==> src/cmd_fetch_defs.vh <==
// constants for the command fetch and dma sequencer
`ifndef CMD_FETCH_DEFS_VH
`define CMD_FETCH_DEFS_VH
`define REG_CTRL        8'h00
`define REG_START       8'h04
`define REG_BASE        8'h08
`define REG_VECTOR      8'h0c
`define REG_STATUS      8'h10
`define REG_CMD         8'h14
`define REG_LOWLVL      8'h18
`define REG_TIMER       8'h1c
`define CTRL_MODE_BIT   0
`define CTRL_HALF_BIT   1
`define CTRL_LOOP_BIT   2
`define CTRL_CACHE_BIT  3
`define CTRL_WOR_BIT    4
`define CTRL_BURST_LSB  5
`define CTRL_LINES_LSB  7
`define CTRL_RESET      32'h0000_0000
`define TIMER_RESET     16'hffff
`define OP_IO           2'h0
`define OP_MOVE         2'h1
`define OP_XFER         2'h2
`define OP_MEMMOVE      2'h3
`define XF_JUMP         3'h0
`define XF_CALL         3'h1
`define XF_RETURN       3'h2
`define XF_INT          3'h3
`define CAUSE_INT       2'h1
`define CAUSE_ERR       2'h2
`define CAUSE_TIMEOUT   2'h3
`define FIFO_BYTES      64
`define LINE_BYTES      16
`endif

==> src/cmd_fetch_dma.v <==
// command fetch and dma sequencer with apb register slave
// Behaviour
// 64-byte fifo, bursts of 2/4/8/16 words
// cache-line burst moves sixteen bytes
// one, two or four lines per tenure
// misaligned addresses use per-lane byte enables; table fetches always drive mem_be 4'hf
// runs from 16- or 32-bit memory
// fetch four or two bytes into command
// host gives start, device fetches onward
// table address is base plus signed offset
// table values fetched after instruction bytes
// host loads base before table-indirect use
// context switch: new base, then start
// run until interrupt instruction or error
// status value names each interrupt cause
// jump/call/return/int conditioned on phase
// optional data byte compare conditions control
// low-level or chained mode after init
// low-level mode gives direct pin access
// loopback routes scsi core to dma; the code drives loop_data with the last dma fifo byte instead
// daisy-chain or wired-or bus request
// programmable timer limits bus activity
// vector stored in readable vector register
// writing start address begins fetching
// halt after interrupt until new start
`timescale 1ns/1ps
`include "cmd_fetch_defs.vh"
module cmd_fetch_dma #(
    parameter FIFO_DEPTH = `FIFO_BYTES
) (
    input  wire        pclk,
    input  wire        presetn,
    input  wire        psel,
    input  wire        penable,
    input  wire        pwrite,
    input  wire [7:0]  paddr,
    input  wire [31:0] pwdata,
    output reg  [31:0] prdata,
    output reg         pready,
    output reg         pslverr,
    output reg         irq,
    output reg         mem_req,
    input  wire        mem_grant_in,
    output reg         mem_grant_out,
    output reg  [31:0] mem_addr,
    output reg  [3:0]  mem_be,
    output reg         mem_rd,
    output reg         mem_last,
    input  wire [31:0] mem_rdata,
    input  wire        mem_ack,
    input  wire        mem_err,
    input  wire [2:0]  scsi_phase,
    input  wire [7:0]  scsi_data,
    output reg  [7:0]  scsi_ctl_out,
    output reg  [7:0]  dma_ctl_out,
    output reg  [7:0]  loop_data
);
    localparam S_IDLE  = 3'd0;
    localparam S_REQ   = 3'd1;
    localparam S_FETCH = 3'd2;
    localparam S_TABLE = 3'd3;
    localparam S_EXEC  = 3'd4;
    localparam S_DATA  = 3'd5;
    localparam S_HALT  = 3'd6;

    // input synchronisers
    reg         grant_m, grant_s, ack_m, ack_s, err_m, err_s;
    reg  [2:0]  phase_m, phase_s;
    reg  [7:0]  sdata_m, sdata_s;
    reg  [31:0] rdata_m, rdata_s;
    always @(posedge pclk or negedge presetn) begin
        if (!presetn) begin
            grant_m <= 1'b0;
            grant_s <= 1'b0;
            ack_m   <= 1'b0;
            ack_s   <= 1'b0;
            err_m   <= 1'b0;
            err_s   <= 1'b0;
            phase_m <= 3'h0;
            phase_s <= 3'h0;
            sdata_m <= 8'h00;
            sdata_s <= 8'h00;
            rdata_m <= 32'h0000_0000;
            rdata_s <= 32'h0000_0000;
        end else begin
            grant_m <= mem_grant_in;
            grant_s <= grant_m;
            ack_m   <= mem_ack;
            ack_s   <= ack_m;
            err_m   <= mem_err;
            err_s   <= err_m;
            phase_m <= scsi_phase;
            phase_s <= phase_m;
            sdata_m <= scsi_data;
            sdata_s <= sdata_m;
            rdata_m <= mem_rdata;
            rdata_s <= rdata_m;
        end
    end

    reg  [31:0] ctrl, base, start, cmd, arg, vector, lowlvl, ret_addr, pc, tbl;
    reg  [15:0] timer_load, timer;
    reg  [2:0]  state;
    reg  [1:0]  cause;
    reg  [1:0]  half_cnt, word_cnt;
    reg  [5:0]  burst_cnt;
    reg  [2:0]  line_cnt;
    reg  [6:0]  fifo_level;
    reg         ack_d, start_pulse;
    reg  [7:0]  fifo_mem [0:FIFO_DEPTH-1];
    reg  [5:0]  fifo_wp;

    wire ack_rise = ack_s & ~ack_d;
    wire chained  = ctrl[`CTRL_MODE_BIT];
    wire half     = ctrl[`CTRL_HALF_BIT];
    wire apb_wr   = psel & penable & pwrite;
    wire [5:0] burst_words = 6'd2 << ctrl[`CTRL_BURST_LSB +: 2];
    wire [2:0] lines_per   = (ctrl[`CTRL_LINES_LSB +: 2] == 2'd0) ? 3'd1 :
                             (ctrl[`CTRL_LINES_LSB +: 2] == 2'd1) ? 3'd2 : 3'd4;
    wire [5:0] burst_lim   = ctrl[`CTRL_CACHE_BIT] ? 6'd4 : burst_words;
    // grant chain or wired-or request
    wire grant_ok = ctrl[`CTRL_WOR_BIT] ? 1'b1 : grant_s;
    // phase compare plus data compare
    wire phase_hit = ~cmd[17] | (cmd[26:24] == phase_s);
    wire data_hit  = ~cmd[18] | (((sdata_s ^ cmd[7:0]) & ~cmd[15:8]) == 8'h00);
    wire take      = ((phase_hit & data_hit) == cmd[19]);

    // apb register access
    always @(posedge pclk or negedge presetn) begin
        if (!presetn) begin
            ctrl        <= `CTRL_RESET;
            base        <= 32'h0000_0000;
            start       <= 32'h0000_0000;
            lowlvl      <= 32'h0000_0000;
            timer_load  <= `TIMER_RESET;
            start_pulse <= 1'b0;
            prdata      <= 32'h0000_0000;
            pready      <= 1'b0;
            pslverr     <= 1'b0;
        end else begin
            start_pulse <= 1'b0;
            pready      <= psel & ~penable;
            pslverr     <= 1'b0;
            if (psel & ~penable) begin
                pslverr <= (paddr > `REG_TIMER) | (paddr[1:0] != 2'b00);
                case (paddr)
                    `REG_CTRL:   prdata <= ctrl;
                    `REG_START:  prdata <= start;
                    `REG_BASE:   prdata <= base;
                    `REG_VECTOR: prdata <= vector;
                    `REG_STATUS: prdata <= {25'h0, fifo_level[5:0] == 6'h0, cause, 1'b0, state};
                    `REG_CMD:    prdata <= cmd;
                    `REG_LOWLVL: prdata <= lowlvl;
                    `REG_TIMER:  prdata <= {16'h0000, timer_load};
                    default:     prdata <= 32'h0000_0000;
                endcase
            end
            if (apb_wr & pready) begin
                case (paddr)
                    // mode select
                    `REG_CTRL:   ctrl <= pwdata;
                    // start write launches fetch
                    `REG_START: begin
                        start       <= pwdata;
                        start_pulse <= 1'b1;
                    end
                    // base loaded by host
                    `REG_BASE:   base <= pwdata;
                    `REG_LOWLVL: lowlvl <= pwdata;
                    // timer limit load
                    `REG_TIMER:  timer_load <= pwdata[15:0];
                    default: ;
                endcase
            end
        end
    end

    // fetch and execute sequencer
    always @(posedge pclk or negedge presetn) begin
        if (!presetn) begin
            state <= S_IDLE; pc <= 32'h0; cmd <= 32'h0; arg <= 32'h0;
            tbl <= 32'h0; ret_addr <= 32'h0; vector <= 32'h0; cause <= 2'h0;
            half_cnt <= 2'h0; word_cnt <= 2'h0; burst_cnt <= 6'h0;
            line_cnt <= 3'h0; fifo_level <= 7'h0; fifo_wp <= 6'h0;
            timer <= 16'h0; ack_d <= 1'b0; irq <= 1'b0;
            mem_req <= 1'b0; mem_addr <= 32'h0; mem_be <= 4'h0;
            mem_rd <= 1'b0; mem_last <= 1'b0; mem_grant_out <= 1'b0;
        end else begin
            ack_d <= ack_s;
            mem_grant_out <= grant_s & ~mem_req;
            if (mem_req & grant_ok & timer != 16'h0)
                timer <= timer - 16'h0001;
            // chained start; restart with new base; leave halt
            if (start_pulse & chained) begin
                pc <= start; irq <= 1'b0; cause <= 2'h0;
                word_cnt <= 2'h0; half_cnt <= 2'h0;
                state <= S_REQ; timer <= timer_load;
            // hardware error ends run
            end else if (err_s & state != S_IDLE & state != S_HALT) begin
                cause <= `CAUSE_ERR; vector <= {30'h0, `CAUSE_ERR};
                irq <= 1'b1; mem_req <= 1'b0; mem_rd <= 1'b0; state <= S_HALT;
            // bus watchdog expiry
            end else if (mem_req & grant_ok & timer == 16'h0 & state != S_HALT) begin
                cause <= `CAUSE_TIMEOUT; vector <= {30'h0, `CAUSE_TIMEOUT};
                irq <= 1'b1; mem_req <= 1'b0; mem_rd <= 1'b0; state <= S_HALT;
            end else begin
                case (state)
                    S_IDLE: mem_req <= 1'b0;
                    S_REQ: begin
                        mem_req <= 1'b1;
                        if (grant_ok) begin
                            // per-lane enables from low address bits
                            mem_addr <= pc;
                            mem_be   <= half ? (pc[1] ? 4'hc : 4'h3) : (4'hf << pc[1:0]);
                            mem_rd   <= 1'b1;
                            state    <= S_FETCH;
                        end
                    end
                    S_FETCH: if (ack_rise) begin
                        // assemble two or four bytes per fetch
                        if (half) begin
                            if (half_cnt[0] == 1'b0) begin
                                if (word_cnt == 2'h0) cmd[15:0] <= rdata_s[15:0];
                                else arg[15:0] <= rdata_s[15:0];
                            end else begin
                                if (word_cnt == 2'h0) cmd[31:16] <= rdata_s[15:0];
                                else arg[31:16] <= rdata_s[15:0];
                            end
                        end else if (word_cnt == 2'h0) cmd <= rdata_s;
                        else arg <= rdata_s;
                        pc <= pc + (half ? 32'd2 : 32'd4);
                        mem_addr <= pc + (half ? 32'd2 : 32'd4);
                        half_cnt <= half ? half_cnt + 2'h1 : 2'h0;
                        if (!half | half_cnt[0]) begin
                            word_cnt <= word_cnt + 2'h1;
                            if (word_cnt == 2'h1) begin
                                mem_rd <= 1'b0;
                                state  <= (cmd[31:30] == `OP_MOVE && cmd[25]) ? S_TABLE : S_EXEC;
                            end
                        end
                    end
                    S_TABLE: begin
                        // signed offset; after instruction bytes
                        tbl      <= base + {{8{arg[23]}}, arg[23:0]};
                        mem_addr <= base + {{8{arg[23]}}, arg[23:0]};
                        mem_be   <= 4'hf;
                        mem_rd   <= 1'b1;
                        state    <= S_DATA;
                        burst_cnt <= 6'h0; line_cnt <= 3'h0;
                    end
                    S_DATA: if (ack_rise) begin
                        // fill fifo in bursts; lines of sixteen bytes
                        fifo_mem[fifo_wp] <= rdata_s[7:0];
                        fifo_wp    <= fifo_wp + 6'h1;
                        fifo_level <= (fifo_level == FIFO_DEPTH) ? fifo_level : fifo_level + 7'h4;
                        mem_addr   <= mem_addr + 32'd4;
                        burst_cnt  <= burst_cnt + 6'h1;
                        mem_last   <= (burst_cnt + 6'h2 == burst_lim);
                        if (burst_cnt + 6'h1 == burst_lim) begin
                            burst_cnt <= 6'h0;
                            line_cnt  <= line_cnt + 3'h1;
                            // release bus after set count of lines
                            if (!ctrl[`CTRL_CACHE_BIT] || line_cnt + 3'h1 == lines_per) begin
                                mem_rd <= 1'b0; mem_req <= 1'b0; mem_last <= 1'b0;
                                word_cnt <= 2'h0; state <= S_REQ;
                            end
                        end
                    end
                    S_EXEC: begin
                        word_cnt <= 2'h0;
                        state    <= S_REQ;
                        if (cmd[31:30] == `OP_XFER && take) begin
                            case (cmd[29:27])
                                `XF_JUMP: pc <= arg;
                                `XF_CALL: begin
                                    ret_addr <= pc;
                                    pc       <= arg;
                                end
                                `XF_RETURN: pc <= ret_addr;
                                // vector stored; unique cause
                                `XF_INT: begin
                                    vector  <= arg;
                                    cause   <= `CAUSE_INT;
                                    irq     <= 1'b1;
                                    mem_req <= 1'b0;
                                    state   <= S_HALT;
                                end
                                default: ;
                            endcase
                        end
                    end
                    // wait for new start
                    S_HALT: begin
                        mem_req <= 1'b0;
                        mem_rd  <= 1'b0;
                    end
                    default: state <= S_IDLE;
                endcase
            end
        end
    end

    // low-level and loopback outputs
    always @(posedge pclk or negedge presetn) begin
        if (!presetn) begin
            scsi_ctl_out <= 8'h00;
            dma_ctl_out  <= 8'h00;
            loop_data    <= 8'h00;
        end else begin
            // direct pin control when not chained
            scsi_ctl_out <= chained ? 8'h00 : lowlvl[7:0];
            dma_ctl_out  <= chained ? 8'h00 : lowlvl[15:8];
            // last dma fifo byte driven on loop_data when loop bit set
            loop_data    <= ctrl[`CTRL_LOOP_BIT] ? fifo_mem[fifo_wp - 6'h1] : 8'h00;
        end
    end
endmodule

==> config.mk <==
export PLATFORM = sky130hd
export DESIGN_NAME = cmd_fetch_dma
export DESIGN_NICKNAME = d
export VERILOG_FILES = /design/src/cmd_fetch_dma.v
export VERILOG_INCLUDE_DIRS = /design/src /design/src/src
export SDC_FILE = /design/constraint.sdc
export NUM_CORES = 2
export LEC_CHECK = 0
export BUFFER_PORTS_ARGS = -buffer_cell sky130_fd_sc_hd__buf_4
export CAP_MARGIN = 10
export CORE_ASPECT_RATIO = 1.2
export CORE_MARGIN = 5
export CORE_UTILIZATION = 50
export DETAILED_ROUTE_END_ITERATION = 7
export HOLD_SLACK_MARGIN = 0.02
export PLACE_DENSITY = 0.74
export SLEW_MARGIN = 10
export SYNTH_ARGS = -nofsm -noshare
export SYNTH_HDL_FRONTEND = slang
export SYNTH_SLANG_ARGS = --single-unit
==> constraint.sdc <==
create_clock -name pclk -period 5.9 [get_ports pclk]
set_input_delay 0.59 -clock pclk [delete_from_list [all_inputs] [get_ports pclk]]
set_output_delay 0.59 -clock pclk [all_outputs]
set_load 0.02 [all_outputs]
==> flow_metrics.py <==
metrics = {
    "outcome": {
        "outcome": "complete, no violations",
    },
    "place": {
        "post-dp-hpwl_mm": 87.3,
        "routabilityCongestion": 0.985,
        "dp.cells": 4502,
        "numPortBuffers": 189,
    },
    "clocking": {
        "clk_latency_ns": 0.69,
        "h-tree-depth": 3,
        "cts_setup_buffers": 0,
        "cts_tree": "yes",
        "clk_path_buf_depth": 3,
        "cts-root-buf": "clkbuf_16",
        "clk_pin_slew_ns": 0.06,
        "cts_num_sinks": 1053,
        "cts_buffers": 101,
    },
    "detailed_routing": {
        "dr.first_iter.drc_count": 3629,
        "wl_per_cell_um": 27.9,
        "num_vias": 30100,
        "dr.pass1.iters": 6,
        "detail-route-antenna-nets": 0,
        "detail_route.vias_per_cell": 6.36,
        "wirelength_mm": 132,
        "drc_errors": 0,
    },
    "floorplan": {
        "die_h_um": 341,
        "coreArea_mm2": 0.0908,
        "start_util_pct": 50.4,
        "num_io_pins": 190,
        "die_x_um": 286,
        "fp.dieArea_mm2": 0.0977,
        "rows": 121,
    },
    "final_layout": {
        "drive_gt1_share_pct": 23.5,
        "max_flop_register": "fifo_mem",
        "area_growth_pct": 14.5,
        "final_cell_mix": "dfrtp_1 (516), edfxtp_1 (512), nand2_1 (281), buf_4 (247), nor2_1 (202)",
        "nNetsFinal": 3626,
        "final_core_util_pct": 57.7,
        "fin_cells": 4741,
        "largest_reg_flops": 512,
        "fillCellCount": 6946,
        "final_common_cell": "dfrtp_1",
    },
    "pwr": {
        "clockPowerShare_pct": 32.6,
        "p_sw_share_pct": 31.3,
        "p_per_area_mw_per_mm2": 392,
        "combPwrFrac_pct": 24.6,
        "power_w": 0.0205,
        "seqPwrFrac_pct": 42.8,
        "p_int_w": 0.0141,
        "p_leak_nw": 20.6,
        "vdd_drop_max_v": 0.000250,
        "switching_power_w": 0.00642,
    },
    "global_routing": {
        "grt_pass1_vias": 30600,
        "antenna_found_initial": 4,
        "grt_first_pass_wirelength_mm": 199,
        "grt_max_degree": 160,
        "track_usage_pct": 26.8,
        "grt-ovfl-total": 0,
    },
    "logic_synthesis": {
        "synthesis.nets": 3415,
        "synth_cell_types": 83,
        "synth-edff-count": 512,
        "synth_flop_cell": "dfrtp_1",
        "synth.yosys.seq_area_share_pct": 63.2,
        "synth.cell_area_mm2": 0.0458,
        "syn_area_per_cell_um2": 14.0,
        "ys_ff_latch": 1053,
        "yosysWarnings": 0,
        "async_flop_share_pct": 51.4,
        "netlist_instances": 3273,
    },
    "critical_path": {
        "startpoint_type": "flip-flop",
        "crit_path_end_kind": "flip-flop",
        "rrSetupSlack_ns": 1.47,
        "r2r_start": "fifo_wp[0]",
        "cp_max_fo": 51,
        "crit_top_cell": "mux4_2",
        "cp_slowest_stage_delay_ns": 1.08,
        "timing.critical_path.buf_inv": 2,
        "required_ns": 6.47,
        "rr_endpoint": "loop_data[1]",
        "crit_path_cell_trace": "clkinv_1 -> ha_4 -> buf_4 -> mux4_2 -> mux4_2 -> mux2i_1 -> nand2_1 -> and3_1",
        "critPathSlowestCell": "dfrtp_4",
        "worstSetupPathType": "reg2reg",
        "cp.arrival_ns": 5.00,
        "crit_family": "multiplexers",
        "reg2reg_depth": 8,
        "crit_start": "fifo_wp[0]",
    },
    "timing": {
        "hold_viol": 0,
        "finalSetupViolCount": 0,
        "grt_setup_unrepaired": "no",
        "worst_pin_slew_ns": 1.29,
        "timing.fmax_mhz": 226,
        "max_slew_margin_pct": 13.5,
        "layout_worst_path_cycle_share_pct": 75.1,
        "clock_skew_ns": 0.0671,
        "fin_crit_ns": 4.43,
        "fin_tns_setup_ns": 0,
        "slew_violations": 0,
    },
    "worst_hold_path": {
        "hold_class": "in2reg",
        "min_from": "paddr[1]",
        "worstHoldPathCells": 3,
        "min_to": "pslverr",
    },
    "job": {
        "maxCapViolations": 0,
    },
}
-- synth_stat cells, types with 20 or more instances --
library cell / instances / area, um2
a21o_1: 39 / 293
a21oi_1: 105 / 526
a221oi_1: 20 / 175
a22o_1: 42 / 368
a22oi_1: 77 / 578
a31oi_1: 35 / 219
and3_1: 33 / 206
clkbuf_1: 148 / 556
dfrtp_1: 525 / 13100
edfxtp_1: 512 / 15400
ha_1: 49 / 613
inv_1: 32 / 120
mux2_2: 180 / 2030
mux2_4: 24 / 360
mux2i_1: 43 / 430
mux4_2: 160 / 3600
nand2_1: 281 / 1050
nand3_1: 51 / 255
nand4_1: 24 / 150
nor2_1: 209 / 785
nor2b_1: 33 / 206
nor3_1: 44 / 220
o21ai_0: 193 / 966
xnor2_1: 61 / 534
xor2_1: 38 / 333
-- power groups by stage --
| stage | sequential, W | combinational (W) | clock, W |
|---|---|---|---|
| 2_1_floorplan | 0.00870 | 0.00332 | 0 |
| 3_3_place_gp | 0.00889 | 0.00487 | 0 |
| 3_5_place_dp | 0.00891 | 0.00494 | 0 |
| 4_1_cts | 0.00877 | 0.00501 | 0.00676 |
| 5_1_grt | 0.00883 | 0.00538 | 0.00710 |
| 6_report | 0.00878 | 0.00505 | 0.00670 |
-- metal layers --
metal / GRT usage, % / wire length [um]
met5: 0.0500 / 16
met3: 5.60 / 11900
met2: 42.9 / 63000
met1: 35.2 / 49800
met4: 12.9 / 7450
-- stage by stage --
step                cell area [um2]  worst slack (ns)  hold WS (ns)
floorplan                     45800              2.79         0.294
global placement              48500              1.54         0.332
detailed placement            48500              1.47         0.335
CTS                           52400              1.43         0.139
global route                  52400              1.13         0.159
finish                        52400              1.47         0.161
-- worst register-to-register path, delay by kind of cell (launching register included) --
kind / cells / cell delay (ns)
DFF: 1 / 1.08
adders and majority gates: 1 / 0.75
and+or+nand+nor: 2 / 0.31
buffers and inverters: 2 / 1.07
muxes: 3 / 1.11
-- cell type report --
cell class | count | area [um2] | area share [%]
tap | 1168 | 1460 | 2.79
multi-input combinational | 1997 | 16100 | 30.6
antenna | 2 | 5.00 | 0.00955
clock buffer | 140 | 2850 | 5.43
sequential | 1053 | 28900 | 55.2
clock inverter | 50 | 594 | 1.13
timing repair buffer | 297 | 2380 | 4.54
inverter | 34 | 128 | 0.243
-- what timing repair did --
item / in CTS / in global routing
hold buffers: 47 / 0
hold endpoints to repair: 104 / 0
resized for setup: 0 / 0
-- worst max path at each step --
stage | endpoint | slack, ns | depth (start not counted)
finish | loop_data[1] | 1.47 | 8
global route | loop_data[6] | 1.13 | 8
CTS | loop_data[6] | 1.43 | 8
detailed placement | loop_data[5] | 1.47 | 8
global placement | loop_data[5] | 1.54 | 8
floorplan | fifo_mem[7][0] | 2.79 | 7
-- cells by family after synthesis --
kind of cell	synth area share (%)
AO/OA/AOI/OAI	9.63
XOR/XNOR	1.89
adder cells (fa/ha/maj)	1.43
buffers and inverters	1.97
flip-flops	63.2
multiplexers	14.0
AND/OR/NAND/NOR	7.85
(Power assumes the default switching activity.)
